<file path="config.mk">
export PLATFORM = sky130hd
export DESIGN_NAME = dcb_top
export DESIGN_NICKNAME = d
export VERILOG_FILES = /design/src/rtl/dcb_top.v /design/src/rtl/dcb_store.v
export VERILOG_INCLUDE_DIRS = /design/src /design/src/rtl
export SDC_FILE = /design/constraint.sdc
export NUM_CORES = 2
export LEC_CHECK = 0
export ABC_AREA = 1
export BUFFER_PORTS_ARGS = -buffer_cell sky130_fd_sc_hd__clkbuf_2
export CAP_MARGIN = 30
export CORE_UTILIZATION = 35
export DETAILED_ROUTE_END_ITERATION = 10
export SETUP_SLACK_MARGIN = 0.5
export SLEW_MARGIN = 20
export SYNTH_ARGS = -nofsm -noshare
export SYNTH_HDL_FRONTEND = slang
export SYNTH_SLANG_ARGS = --single-unit
</file>
<file path="constraint.sdc">
create_clock -name clk_sys -period 8.8 [get_ports clk_sys]
set_input_delay 0.88 -clock clk_sys [delete_from_list [all_inputs] [get_ports clk_sys]]
set_output_delay 0.88 -clock clk_sys [all_outputs]
set_load 0.05 [all_outputs]
</file>
<file path="src/rtl/dcb_defs.vh">
// Constants for the discrete calculation blocks: source modes, equation codes, storage and scan timing.
`ifndef DCB_DEFS_VH
`define DCB_DEFS_VH

// Discrete source modes shared by every selectable input.
`define DCB_SRC_OFF    2'h0
`define DCB_SRC_PARAM  2'h1
`define DCB_SRC_ZERO   2'h2
`define DCB_SRC_ONE    2'h3

// Equation operand codes: inputs A..H are 0..7.
`define DCB_TERM_PRIOR 4'h8
`define DCB_TERM_ZERO  4'h9
`define DCB_TERM_ONE   4'ha

// Equation operator codes.
`define DCB_OP_AND     2'h0
`define DCB_OP_OR      2'h1
`define DCB_OP_XOR     2'h2

// Program storage.
`define DCB_SLOTS      96
`define DCB_SLOT_AW    7

// Machine scan period.
`define DCB_CLK_MHZ    100
`define DCB_SCAN_MS    250
`define DCB_SCAN_CYC   (`DCB_SCAN_MS * 1000 * `DCB_CLK_MHZ)

// Reset values.
`define DCB_RST_BIT    1'h0
`define DCB_RST_NUM    8'h00

`endif

</file>
<file path="src/rtl/dcb_top.v">
// Discrete calculation blocks: iterative logic equation, inverter and bit-weighting program loader.
`timescale 1ns/100ps
`include "dcb_defs.vh"
module dcb_top #(
  parameter NPARAM   = 16,
  parameter IDXW     = 4,
  parameter PROF_W   = 16,
  parameter SCAN_CYC = `DCB_SCAN_CYC
) (
  input  wire              clk_sys,
  input  wire              rst,
  input  wire [NPARAM-1:0] disc_param,
  input  wire [15:0]       lg_src_mode,
  input  wire [8*IDXW-1:0] lg_src_idx,
  input  wire [1:0]        lg_rst_mode,
  input  wire [IDXW-1:0]   lg_rst_idx,
  input  wire [11:0]       eq_term_sel,
  input  wire [2:0]        eq_term_neg,
  input  wire [3:0]        eq_op,
  input  wire              eq_group,
  input  wire [1:0]        inv_src_mode,
  input  wire [IDXW-1:0]   inv_src_idx,
  input  wire [15:0]       bit_src_mode,
  input  wire [8*IDXW-1:0] bit_src_idx,
  input  wire [1:0]        en_src_mode,
  input  wire [IDXW-1:0]   en_src_idx,
  input  wire [7:0]        lim_low,
  input  wire [7:0]        lim_high,
  input  wire              lim_low_on,
  input  wire              lim_high_on,
  input  wire [1:0]        prog_sel_n,
  input  wire              store_wr,
  input  wire [6:0]        store_addr,
  input  wire [PROF_W-1:0] store_wdata,
  output reg               scan_tick_r,
  output reg               discrete_result_r,
  output reg               invert_result_r,
  output reg  [7:0]        numeric_result_r,
  output reg               limit_flash_r,
  output reg               prof_wr_r,
  output reg  [1:0]        prof_idx_r,
  output reg  [PROF_W-1:0] prof_data_r,
  output reg               load_busy_r,
  output reg               load_reject_r
);

  localparam ST_IDLE = 2'h0;
  localparam ST_READ = 2'h1;
  localparam ST_PUT  = 2'h2;

  // Selects a discrete source: off, a parameter, or a constant.
  function src_val;
    input [1:0]        mode;
    input [IDXW-1:0]   idx;
    input [NPARAM-1:0] prm;
    begin
      case (mode)
        `DCB_SRC_PARAM: src_val = prm[idx];
        `DCB_SRC_ONE:   src_val = 1'h1;
        default:        src_val = 1'h0;
      endcase
    end
  endfunction

  // Picks one equation operand and applies its NOT, which binds tighter than any operator.
  function term_val;
    input [3:0] sel;
    input       neg;
    input [7:0] ins;
    input       prior;
    reg         v;
    begin
      v = 1'h0;
      case (sel)
        `DCB_TERM_PRIOR: v = prior;
        `DCB_TERM_ZERO:  v = 1'h0;
        `DCB_TERM_ONE:   v = 1'h1;
        default:         v = (sel < 4'h8) ? ins[sel[2:0]] : 1'h0;
      endcase
      term_val = v ^ neg;
    end
  endfunction

  function apply_op;
    input [1:0] op;
    input       x;
    input       y;
    begin
      case (op)
        `DCB_OP_AND: apply_op = x & y;
        `DCB_OP_OR:  apply_op = x | y;
        `DCB_OP_XOR: apply_op = x ^ y;
        default:     apply_op = 1'h0;
      endcase
    end
  endfunction

  // Programs held for N programmers: 96/N.
  function [6:0] prog_count;
    input [1:0] nsel;
    begin
      case (nsel)
        2'h0:    prog_count = 7'h60;
        2'h1:    prog_count = 7'h30;
        2'h2:    prog_count = 7'h20;
        default: prog_count = 7'h18;
      endcase
    end
  endfunction

  // Scan divider: every calculation advances once per machine scan.
  reg [31:0] scan_cnt_r;
  always @(posedge clk_sys or posedge rst) begin
    if (rst) begin
      scan_cnt_r  <= 32'h0;
      scan_tick_r <= 1'h0;
    end else if (scan_cnt_r == SCAN_CYC - 1) begin
      scan_cnt_r  <= 32'h0;
      scan_tick_r <= 1'h1;
    end else begin
      scan_cnt_r  <= scan_cnt_r + 32'h1;
      scan_tick_r <= 1'h0;
    end
  end

  // Parameters come from other blocks' timing, so they are synchronised first.
  reg [NPARAM-1:0] prm_s1_r;
  reg [NPARAM-1:0] prm_s2_r;
  always @(posedge clk_sys or posedge rst) begin
    if (rst) begin
      prm_s1_r <= {NPARAM{1'h0}};
      prm_s2_r <= {NPARAM{1'h0}};
    end else begin
      prm_s1_r <= disc_param;
      prm_s2_r <= prm_s1_r;
    end
  end

  // Source resolution for the logic inputs and the weighted bits.
  reg [7:0] lg_in;
  reg [7:0] bcd_in;
  integer   i;
  always @* begin
    lg_in  = 8'h00;
    bcd_in = 8'h00;
    for (i = 0; i < 8; i = i + 1) begin
      lg_in[i]  = src_val(lg_src_mode[2*i +: 2], lg_src_idx[IDXW*i +: IDXW], prm_s2_r);
      bcd_in[i] = src_val(bit_src_mode[2*i +: 2], bit_src_idx[IDXW*i +: IDXW], prm_s2_r);
    end
  end

  wire lg_reset  = src_val(lg_rst_mode, lg_rst_idx, prm_s2_r);
  wire inv_in    = src_val(inv_src_mode, inv_src_idx, prm_s2_r);
  wire en_now    = src_val(en_src_mode, en_src_idx, prm_s2_r);

  // Three-operand equation. The prior term reads the output of the preceding scan.
  wire t0 = term_val(eq_term_sel[3:0],  eq_term_neg[0], lg_in, discrete_result_r);
  wire t1 = term_val(eq_term_sel[7:4],  eq_term_neg[1], lg_in, discrete_result_r);
  wire t2 = term_val(eq_term_sel[11:8], eq_term_neg[2], lg_in, discrete_result_r);
  wire [1:0] op0 = eq_op[1:0];
  wire [1:0] op1 = eq_op[3:2];

  // With grouping, (t0 op0 t1) op1 t2 is the iterative form (A OR B) AND prior.
  // Without it, AND binds before OR and XOR; equal operators go left to right.
  reg eq_val;
  always @* begin
    if (eq_group) begin
      eq_val = apply_op(op1, apply_op(op0, t0, t1), t2);
    end else if (op1 == `DCB_OP_AND && op0 != `DCB_OP_AND) begin
      eq_val = apply_op(op0, t0, t1 & t2);
    end else begin
      eq_val = apply_op(op1, apply_op(op0, t0, t1), t2);
    end
  end

  // Weighted integer with limit clamping.
  reg [7:0] num_nxt;
  reg       flash_nxt;
  always @* begin
    num_nxt   = bcd_in;
    flash_nxt = 1'h0;
    if (lim_low_on && bcd_in < lim_low) begin
      num_nxt   = lim_low;
      flash_nxt = 1'h1;
    end else if (lim_high_on && bcd_in > lim_high) begin
      num_nxt   = lim_high;
      flash_nxt = 1'h1;
    end
  end

  reg en_prev_r;
  reg load_go_r;
  reg [7:0] load_prog_r;

  // Per-scan results.
  always @(posedge clk_sys or posedge rst) begin
    if (rst) begin
      discrete_result_r <= `DCB_RST_BIT;
      invert_result_r   <= 1'h1;
      numeric_result_r  <= `DCB_RST_NUM;
      limit_flash_r     <= 1'h0;
      en_prev_r         <= 1'h0;
      load_go_r         <= 1'h0;
      load_prog_r       <= 8'h00;
    end else begin
      load_go_r <= 1'h0;
      if (scan_tick_r) begin
        if (lg_reset) begin
          discrete_result_r <= 1'h0;
        end else begin
          discrete_result_r <= eq_val;
        end
        invert_result_r  <= ~inv_in;
        numeric_result_r <= num_nxt;
        limit_flash_r    <= flash_nxt;
        en_prev_r        <= en_now;
        if (en_now && !en_prev_r) begin
          load_go_r   <= 1'h1;
          load_prog_r <= num_nxt;
        end
      end
    end
  end

  // Program loader. Each profile takes a read cycle and a put cycle.
  reg  [1:0] ld_st_r;
  reg  [1:0] ld_st_nxt;
  reg  [6:0] rd_addr_r;
  reg  [1:0] cnt_r;
  wire [1:0] nmax     = prog_sel_n;
  wire [6:0] nprog    = prog_count(prog_sel_n);
  wire       prog_ok  = (load_prog_r != 8'h00) && (load_prog_r <= {1'h0, nprog});
  wire [6:0] prog_m1  = load_prog_r[6:0] - 7'h1;
  wire [8:0] base_w   = prog_m1 * ({5'h0, nmax} + 7'h1);
  wire [PROF_W-1:0] rd_data;

  always @* begin
    ld_st_nxt = ld_st_r;
    case (ld_st_r)
      ST_IDLE: begin
        if (load_go_r && prog_ok) begin
          ld_st_nxt = ST_READ;
        end
      end
      ST_READ: begin
        ld_st_nxt = ST_PUT;
      end
      ST_PUT: begin
        ld_st_nxt = (cnt_r == nmax) ? ST_IDLE : ST_READ;
      end
      default: begin
        ld_st_nxt = ST_IDLE;
      end
    endcase
  end

  always @(posedge clk_sys or posedge rst) begin
    if (rst) begin
      ld_st_r       <= ST_IDLE;
      rd_addr_r     <= 7'h00;
      cnt_r         <= 2'h0;
      prof_wr_r     <= 1'h0;
      prof_idx_r    <= 2'h0;
      prof_data_r   <= {PROF_W{1'h0}};
      load_busy_r   <= 1'h0;
      load_reject_r <= 1'h0;
    end else begin
      ld_st_r       <= ld_st_nxt;
      prof_wr_r     <= 1'h0;
      load_reject_r <= load_go_r && !prog_ok;
      case (ld_st_r)
        ST_IDLE: begin
          cnt_r     <= 2'h0;
          rd_addr_r <= base_w[6:0];
          if (load_go_r && prog_ok) begin
            load_busy_r <= 1'h1;
          end
        end
        ST_PUT: begin
          prof_wr_r   <= 1'h1;
          prof_idx_r  <= cnt_r;
          prof_data_r <= rd_data;
          cnt_r       <= cnt_r + 2'h1;
          rd_addr_r   <= rd_addr_r + 7'h1;
          if (cnt_r == nmax) begin
            load_busy_r <= 1'h0;
          end
        end
        default: begin
          cnt_r <= cnt_r;
        end
      endcase
    end
  end

  // The read is issued in ST_READ so the registered data are ready in ST_PUT.
  dcb_store #(
    .DW    (PROF_W),
    .DEPTH (`DCB_SLOTS),
    .AW    (`DCB_SLOT_AW)
  ) u_store (
    .clk_sys (clk_sys),
    .wr_en   (store_wr),
    .wr_addr (store_addr),
    .wr_data (store_wdata),
    .rd_en   (ld_st_r == ST_READ),
    .rd_addr (rd_addr_r),
    .rd_data (rd_data)
  );

endmodule // dcb_top

</file>
<file path="src/rtl/dcb_store.v">
// Program storage memory with registered read data.
`timescale 1ns/100ps
`include "dcb_defs.vh"
module dcb_store #(
  parameter DW    = 16,
  parameter DEPTH = `DCB_SLOTS,
  parameter AW    = `DCB_SLOT_AW
) (
  input  wire          clk_sys,
  input  wire          wr_en,
  input  wire [AW-1:0] wr_addr,
  input  wire [DW-1:0] wr_data,
  input  wire          rd_en,
  input  wire [AW-1:0] rd_addr,
  output reg  [DW-1:0] rd_data
);

  reg [DW-1:0] mem [0:DEPTH-1];

  // No reset on the array so it maps onto block memory.
  always @(posedge clk_sys) begin
    if (wr_en) begin
      mem[wr_addr] <= wr_data;
    end
    if (rd_en) begin
      rd_data <= mem[rd_addr];
    end
  end

endmodule // dcb_store

</file>
# ---- After elaboration in Yosys (flattened, before gate mapping)
# Memories as Yosys holds them, arrays and structs flattened. A register that Yosys moved wholly into a read port is not among the register bits.
# Cells that the tools add are included.
dict set report totals {
  register_bits 118
  memories 1
  ramBits 1536
  out_inout_bits 33
}
# memory words width read_ports rd_clocked_by_memory_dff wr line
set mem_list {}
lappend mem_list {u_store.mem 96 16 1 1 1 dcb_store.v:18} ;# reg [DW-1:0] mem [0:DEPTH-1];
dict set report op_classes {
  n_mux 99
  multipliers 1
  n_reduce_logical 18
  eq_ne 59
  n_lt_le_gt_ge 28
  add_sub_neg 5
  bitwise 17
}
# cell count
set op_table {}
lappend op_table {{4-bit by 5-bit less-than comparator with 1-bit output, second input constant} 19}
lappend op_table {{1-bit binary-select mux with 4-bit select} 19}
lappend op_table {{2-bit by 1-bit equality test with 1-bit output, second input constant} 23}
lappend op_table {{2-bit equality test, second input constant} 23}
lappend op_table {{1-bit 2-to-1 mux} 42}
lappend op_table {{1-bit case mux with 2 select lines} 20}
lappend op_table {{4-bit equality test, second input constant} 9}
lappend op_table {{32-bit by 1-bit adder with 32-bit output, second input constant} 1}
lappend op_table {{32-bit by 25-bit equality test with 1-bit output, second input constant} 1}
lappend op_table {{32-bit 2-to-1 mux} 1}
lappend op_table {{1-bit case mux with 3 select lines} 7}
lappend op_table {{7-bit case mux with 3 select lines} 1}
lappend op_table {{8-bit 2-to-1 mux} 2}
lappend op_table {{7-bit case mux with 2 select lines} 1}
lappend op_table {{3-bit by 4-bit less-than comparator with 1-bit output, second input constant} 3}
lappend op_table {{4-bit less-than comparator, second input constant} 3}
lappend op_table {{1-bit binary-select mux with 3-bit select} 3}
lappend op_table {{8-bit > comparator} 1}
lappend op_table {{8-bit by 7-bit <= comparator with 1-bit output} 1}
lappend op_table {{2-bit logical NOT} 4}
lappend op_table {{8-bit less-than comparator} 1}
lappend op_table {{8-bit nonzero test} 1}
lappend op_table {{7-bit by 1-bit adder with 7-bit output, second input constant} 1}
lappend op_table {{1-bit logical AND} 7}
lappend op_table {{other kinds (17)} 33}

# ---- Longest topological paths before layout
dict set report logic_depth {
  word_depth 17
  mapped_depth 30
  ltp_nobuf 29
}

# ---- Cells and area by module
# From an unflattened synthesis, not the netlist that was laid out.
dict set report hier_totals {
  hier_cells 6653
  hier_area_um2 72487.0
}
# module n_inst cells_per_inst seq_area_each_um2 area_per_inst_um2
set by_module_without_submodules {}
lappend by_module_without_submodules {dcb_store 1 5194 46604.7 62952.9}
lappend by_module_without_submodules {dcb_top 1 1459 2954.1 9534.1}

# ---- Worst setup path before layout
# No wires, ideal clock.
dict set report synth_timing {
  path_type {input -> register}
  start {in prog_sel_n[0]}
  end {reg rd_addr_r[6]}
  path_stages 16
  path_slack_ns 5.213
  setup_ns 0.087
  t_arrival_ns 3.500
  path_cell_list {inv_1 ha_1 nand2_1 fa_1 inv_1 ha_1 inv_1 fa_1 or2_2 nand2_1 a21oi_1 xnor2_1 xor2_1 xnor2_1 nand2_1 a22oi_1}
}
dict set report synth_between {
  elab_chain_len 3
}
# element line
set synth_rtl {}
lappend synth_rtl {{start: declaration} dcb_top.v:31} ;# input wire [1:0] prog_sel_n,
lappend synth_rtl {{2-bit by 1-bit adder with 3-bit output} dcb_top.v:234} ;# wire [8:0] base_w = prog_m1 * ({5'h0, nmax} + 7'h1);
lappend synth_rtl {{7-bit by 3-bit multiplier with 7-bit output} dcb_top.v:234}
lappend synth_rtl {{7-bit case mux with 2 select lines} dcb_top.v:271} ;# case (ld_st_r)
lappend synth_rtl {{end signal: assignment} dcb_top.v:274} ;# rd_addr_r <= base_w[6:0];
lappend synth_rtl {{end signal: assignment} dcb_top.v:284} ;# rd_addr_r <= rd_addr_r + 7'h1;
lappend synth_rtl {{end: declaration} dcb_top.v:228} ;# reg [6:0] rd_addr_r;
# No other way between the ends.
# A chain may end at the register's enable or synchronous reset.

==> results.txt <==
The worst setup path is launched from a flop. At the later pin of the worst-skew pair, clock insertion delay measures 810 ps. The relative slew slack came out at 29.1%. The part of the power in the clock network is 37.0%.

The internal portion of the total power is 13.2 mW. Summed over all nets, wire length on met3 after detailed routing comes to 18.8 mm. The capturing point of the worst reg2reg path is u_store.rd_data[1]. In this run the tool buffered the top-level ports with 228 buffer cells.

The die outline height came out at 448 um. The final worst clock skew is 65.8 ps. The number of iterations in the first detailed-routing pass is 6. The global routing usage summed across all routing layers is 20.1%.

Among all flip-flop cells after synthesis, the most frequent one is edfxtp_1. Counting cells, the worst reg-to-reg path comes to 8. The post-route setup TNS is 0 ps. The proportion of synthesized chip area in sequential cells came out at 71.0%. The clock-pin slew on the worst setup and hold paths came out at 60 ps. The final setup violation count came out at 0. The count of hold-fix buffers inserted at cts came out at 0. Pin placement for this block handled 229 I/O pins. The number of global-route vias before repair is 45600.

The critical path required time came out at 9310 ps. The average footprint of a synthesized cell came out at 11.9 sq um. The post-synthesis instance total came out at 5857. Of the total power, registers draw 47.4%.

The worst setup path is captured at a flop. In the synthesized netlist the async set-or-reset flop fraction comes to 7.07%. The net count of the finished layout is 6288. The global-route wire length before repair came out at 304 mm. The synthesized netlist contains 59 unique library cells.

Clock tree synthesis found a total of 1670 sinks. Summing all multi-input logic gate instances after layout gives 0.0179 sq mm. The cell area that synthesis handed to floorplanning was 0.0698 sq mm. The count of flip-flops with a built-in enable after synthesis is 1552.

The post-CTS setup repair buffer count is 0. The flow ran to the end, and the final reports show no timing, DRC or antenna violations. Of the total power, the share spent switching nets is 28.7%.

The starting density of the core is 35.3%. The slowest stage of the critical path belongs to the cell a221oi_1. The starting DRC count in detailed routing is 6150. The uppermost signal routing layer after detailed routing is met5. In this run the critical register-to-register path is launched from rd_addr_r[0]. Wire segments on met2 add up to 94.0 mm in the final route.

The routed layout has 48700 vias. TritonCTS created 168 clock buffers. From synthesis to final layout, the design area changed by 14.1%. The remaining design rule violation count came out at 0. The worst-path maximum fanout came out at 170. The core box area is 0.198 sq mm. The final max-slew violation count came out at 0. The die covers 0.201 sq mm. The net load switching power is 5.34 mW.

TritonCTS built the clock tree. The routed via count divided by cell count came out at 5.51. Dividing the detail-routed wire length by the instance count gives 23.5 um. The total nets after synthesis is 6094. The final global-route overflow total came out at 0. The final hold violation count is 0.

The part of the power in combinational logic is 15.6%. For this run, the number of Yosys warnings is 0. The number of levels the H-tree was split into is 4. Entering global routing, the biggest net connects 200 pins.

At the end of routability-driven placement, the weighted congestion stood at 0.861. The total wire length after detailed routing came out at 208 mm. The power density relative to cell area is 234 mW/mm^2. The worst-case IR drop observed on VDD is 0.000198 V. Summing all flip-flop and latch instances after layout gives 0.0496 sq mm. The count of placed standard cells in the final layout, fillers left out came out at 8827. The maximum clock path buffer count came out at 3. For the pin with the worst max-slew slack, the measured transition is 1060 ps. Setup repair after global routing left no endpoint under its margin. In this run the register-to-register setup slack is 4470 ps. The number of antenna violations at the first check in global routing was 12. The final period utilization came out at 49.2%. The path class of the lowest-slack min-delay path is input pin to asynchronous set/reset pin. Max-cap violations in this run came to 0. The fill cell total of the finished layout came out at 18500. In this run the static leakage power is 27.0 nW. In this run the horizontal extent of the chip is 448 um. The data arrival at the endpoint of the critical path came out at 4840 ps. The critical setup path kind is flop to flop. Counting flops and latches in the post-synthesis netlist gives 1670. The cell sitting at the root of the clock tree is a clkbuf_16.

In the final routing, the length of wire on met1 measures 88.1 mm. Static timing analysis puts the maximum clock frequency at 231 MHz. The number of rows in the core area is 163. The delay of the slowest cell on the worst path is 850 ps. The post-layout minimum cycle time came out at 4330 ps. The fraction of layout cells with a size suffix above 1 is 10.9%.

The placed instance count is 8520. The HPWL reported at the end of detailed placement came out at 122 mm. The detail route stage leaves a number of antenna-violating nets equal to 0. Walking the worst path, the cells encountered are inv_8 -> buf_12 -> o21ai_0 -> o221ai_1 -> nand3_1 -> nand3_1 -> a221oi_1 -> o21ai_0. The total of cells resized after clock tree synthesis is 0.
per-layer routing:
| layer | up-vias | global-route usage [%] |
|---|---|---|
| li1 | 21900 | - |
| met1 | 24000 | 28.3 |
| met2 | 2300 | 30.9 |
| met3 | 397 | 3.97 |
| met4 | 14 | 6.98 |
| met5 | - | 0 |
cell usage in the layout, fill, tap and decap left out, drive strengths merged, types with 6 or more instances in the layout:
master,count
buf,184
xor2,18
clkbuf,420
nand3,284
a221oi,7
a31oi,28
ha,36
o21ai,882
dfrtp,117
nand2,627
o211ai,74
nor2,957
nor3,28
edfxtp,1552
o221ai,151
diode,6
inv,219
a21oi,142
nand4,55
bufinv,7
o21a,6
o22ai,236
clkinv,87
a31o,6
sequential cells by signal (all words and copies together) (netlist names), 7 cells and up:
name              count
load_prog_r           8
numeric_result_r      8
prm_s1_r             16
prm_s2_r             16
prof_data_r          16
rd_addr_r             7
scan_cnt_r           32
u_store.mem        1536
u_store.rd_data      16
power groups by stage:
| stage | Combinational [mW] | Sequential (mW) | Clock [mW] |
|---|---|---|---|
| 2_1_floorplan | 1.52 | 8.92 | 0 |
| 3_3_place_gp | 2.83 | 8.97 | 0 |
| 3_5_place_dp | 2.86 | 8.97 | 0 |
| 4_1_cts | 2.86 | 8.81 | 6.97 |
| 5_1_grt | 3.07 | 8.81 | 7.25 |
| 6_report | 2.91 | 8.81 | 6.87 |
cells by family after synthesis:
group / after synthesis / synth area share, %
buffers and inverters: 595 / 3.34
DFF: 1670 / 71.0
AOI/OAI and AO/OA: 1561 / 13.0
adders and majority gates: 41 / 0.789
and+or+nand+nor: 1968 / 11.6
xor gates and xnor gates: 22 / 0.276
through the flow:
step	hold WS [ps]	area, sq um	power [mW]	setup slack, ps	utilization (%)
floorplan	331	69800	10.4	4790	-
detailed placement	337	74300	11.8	4540	37.6
global route	197	79600	19.1	4320	40.3
CTS	175	79500	18.6	4580	40.2
global placement	335	74100	11.8	4580	37.5
finish	198	79600	18.6	4470	40.3
cell type report:
cell class / instances / share of cell area, %
diodes: 6 / 0.0189
clock buffers: 208 / 5.51
clock inverters: 92 / 1.06
inverters: 223 / 1.08
multi-input cells: 3592 / 22.5
flip-flops and latches: 1670 / 62.3
well taps: 2640 / 4.15
repair buffers: 396 / 3.37
worst max path at each step:
stage,startpoint,end,slack [ps],cells past startpoint
detailed placement,bit_src_idx[4],numeric_result_r[7],4540,18
CTS,rd_addr_r[0],u_store.rd_data[5],4580,8
global placement,rd_addr_r[2],u_store.rd_data[1],4580,7
floorplan,rst,cnt_r[0],4790,1
finish,rd_addr_r[0],u_store.rd_data[1],4470,8
global route,rd_addr_r[0],u_store.rd_data[5],4320,8
critical path: cells and delay by family (launching register included):
kind                   cells  cell delay [ps]
AO/OA/AOI/OAI              4             1600
buffers and inverters      2              780
flip-flops                 1              820
AND/OR/NAND/NOR            2              560
synthesized netlist by cell type, types with 11 or more instances:
cell	instances	share of area (%)
edfxtp_1	1552	67
nor2_1	949	5.1
o21ai_0	880	6.3
nand2_1	623	3.4
nand3_1	279	2.0
clkbuf_1	277	1.5
o22ai_1	236	2.1
inv_1	208	1.1
o221ai_1	151	1.9
a21oi_1	142	1.0
dfrtp_1	117	4.2
buf_2	78	0.56
o211ai_1	74	0.80
nand4_1	54	0.48
ha_1	36	0.65
a31oi_1	28	0.25
nor3_1	27	0.19
xor2_1	18	0.23
buf_1	16	0.086
clkinv_1	11	0.059
(Power assumes the default switching activity.)
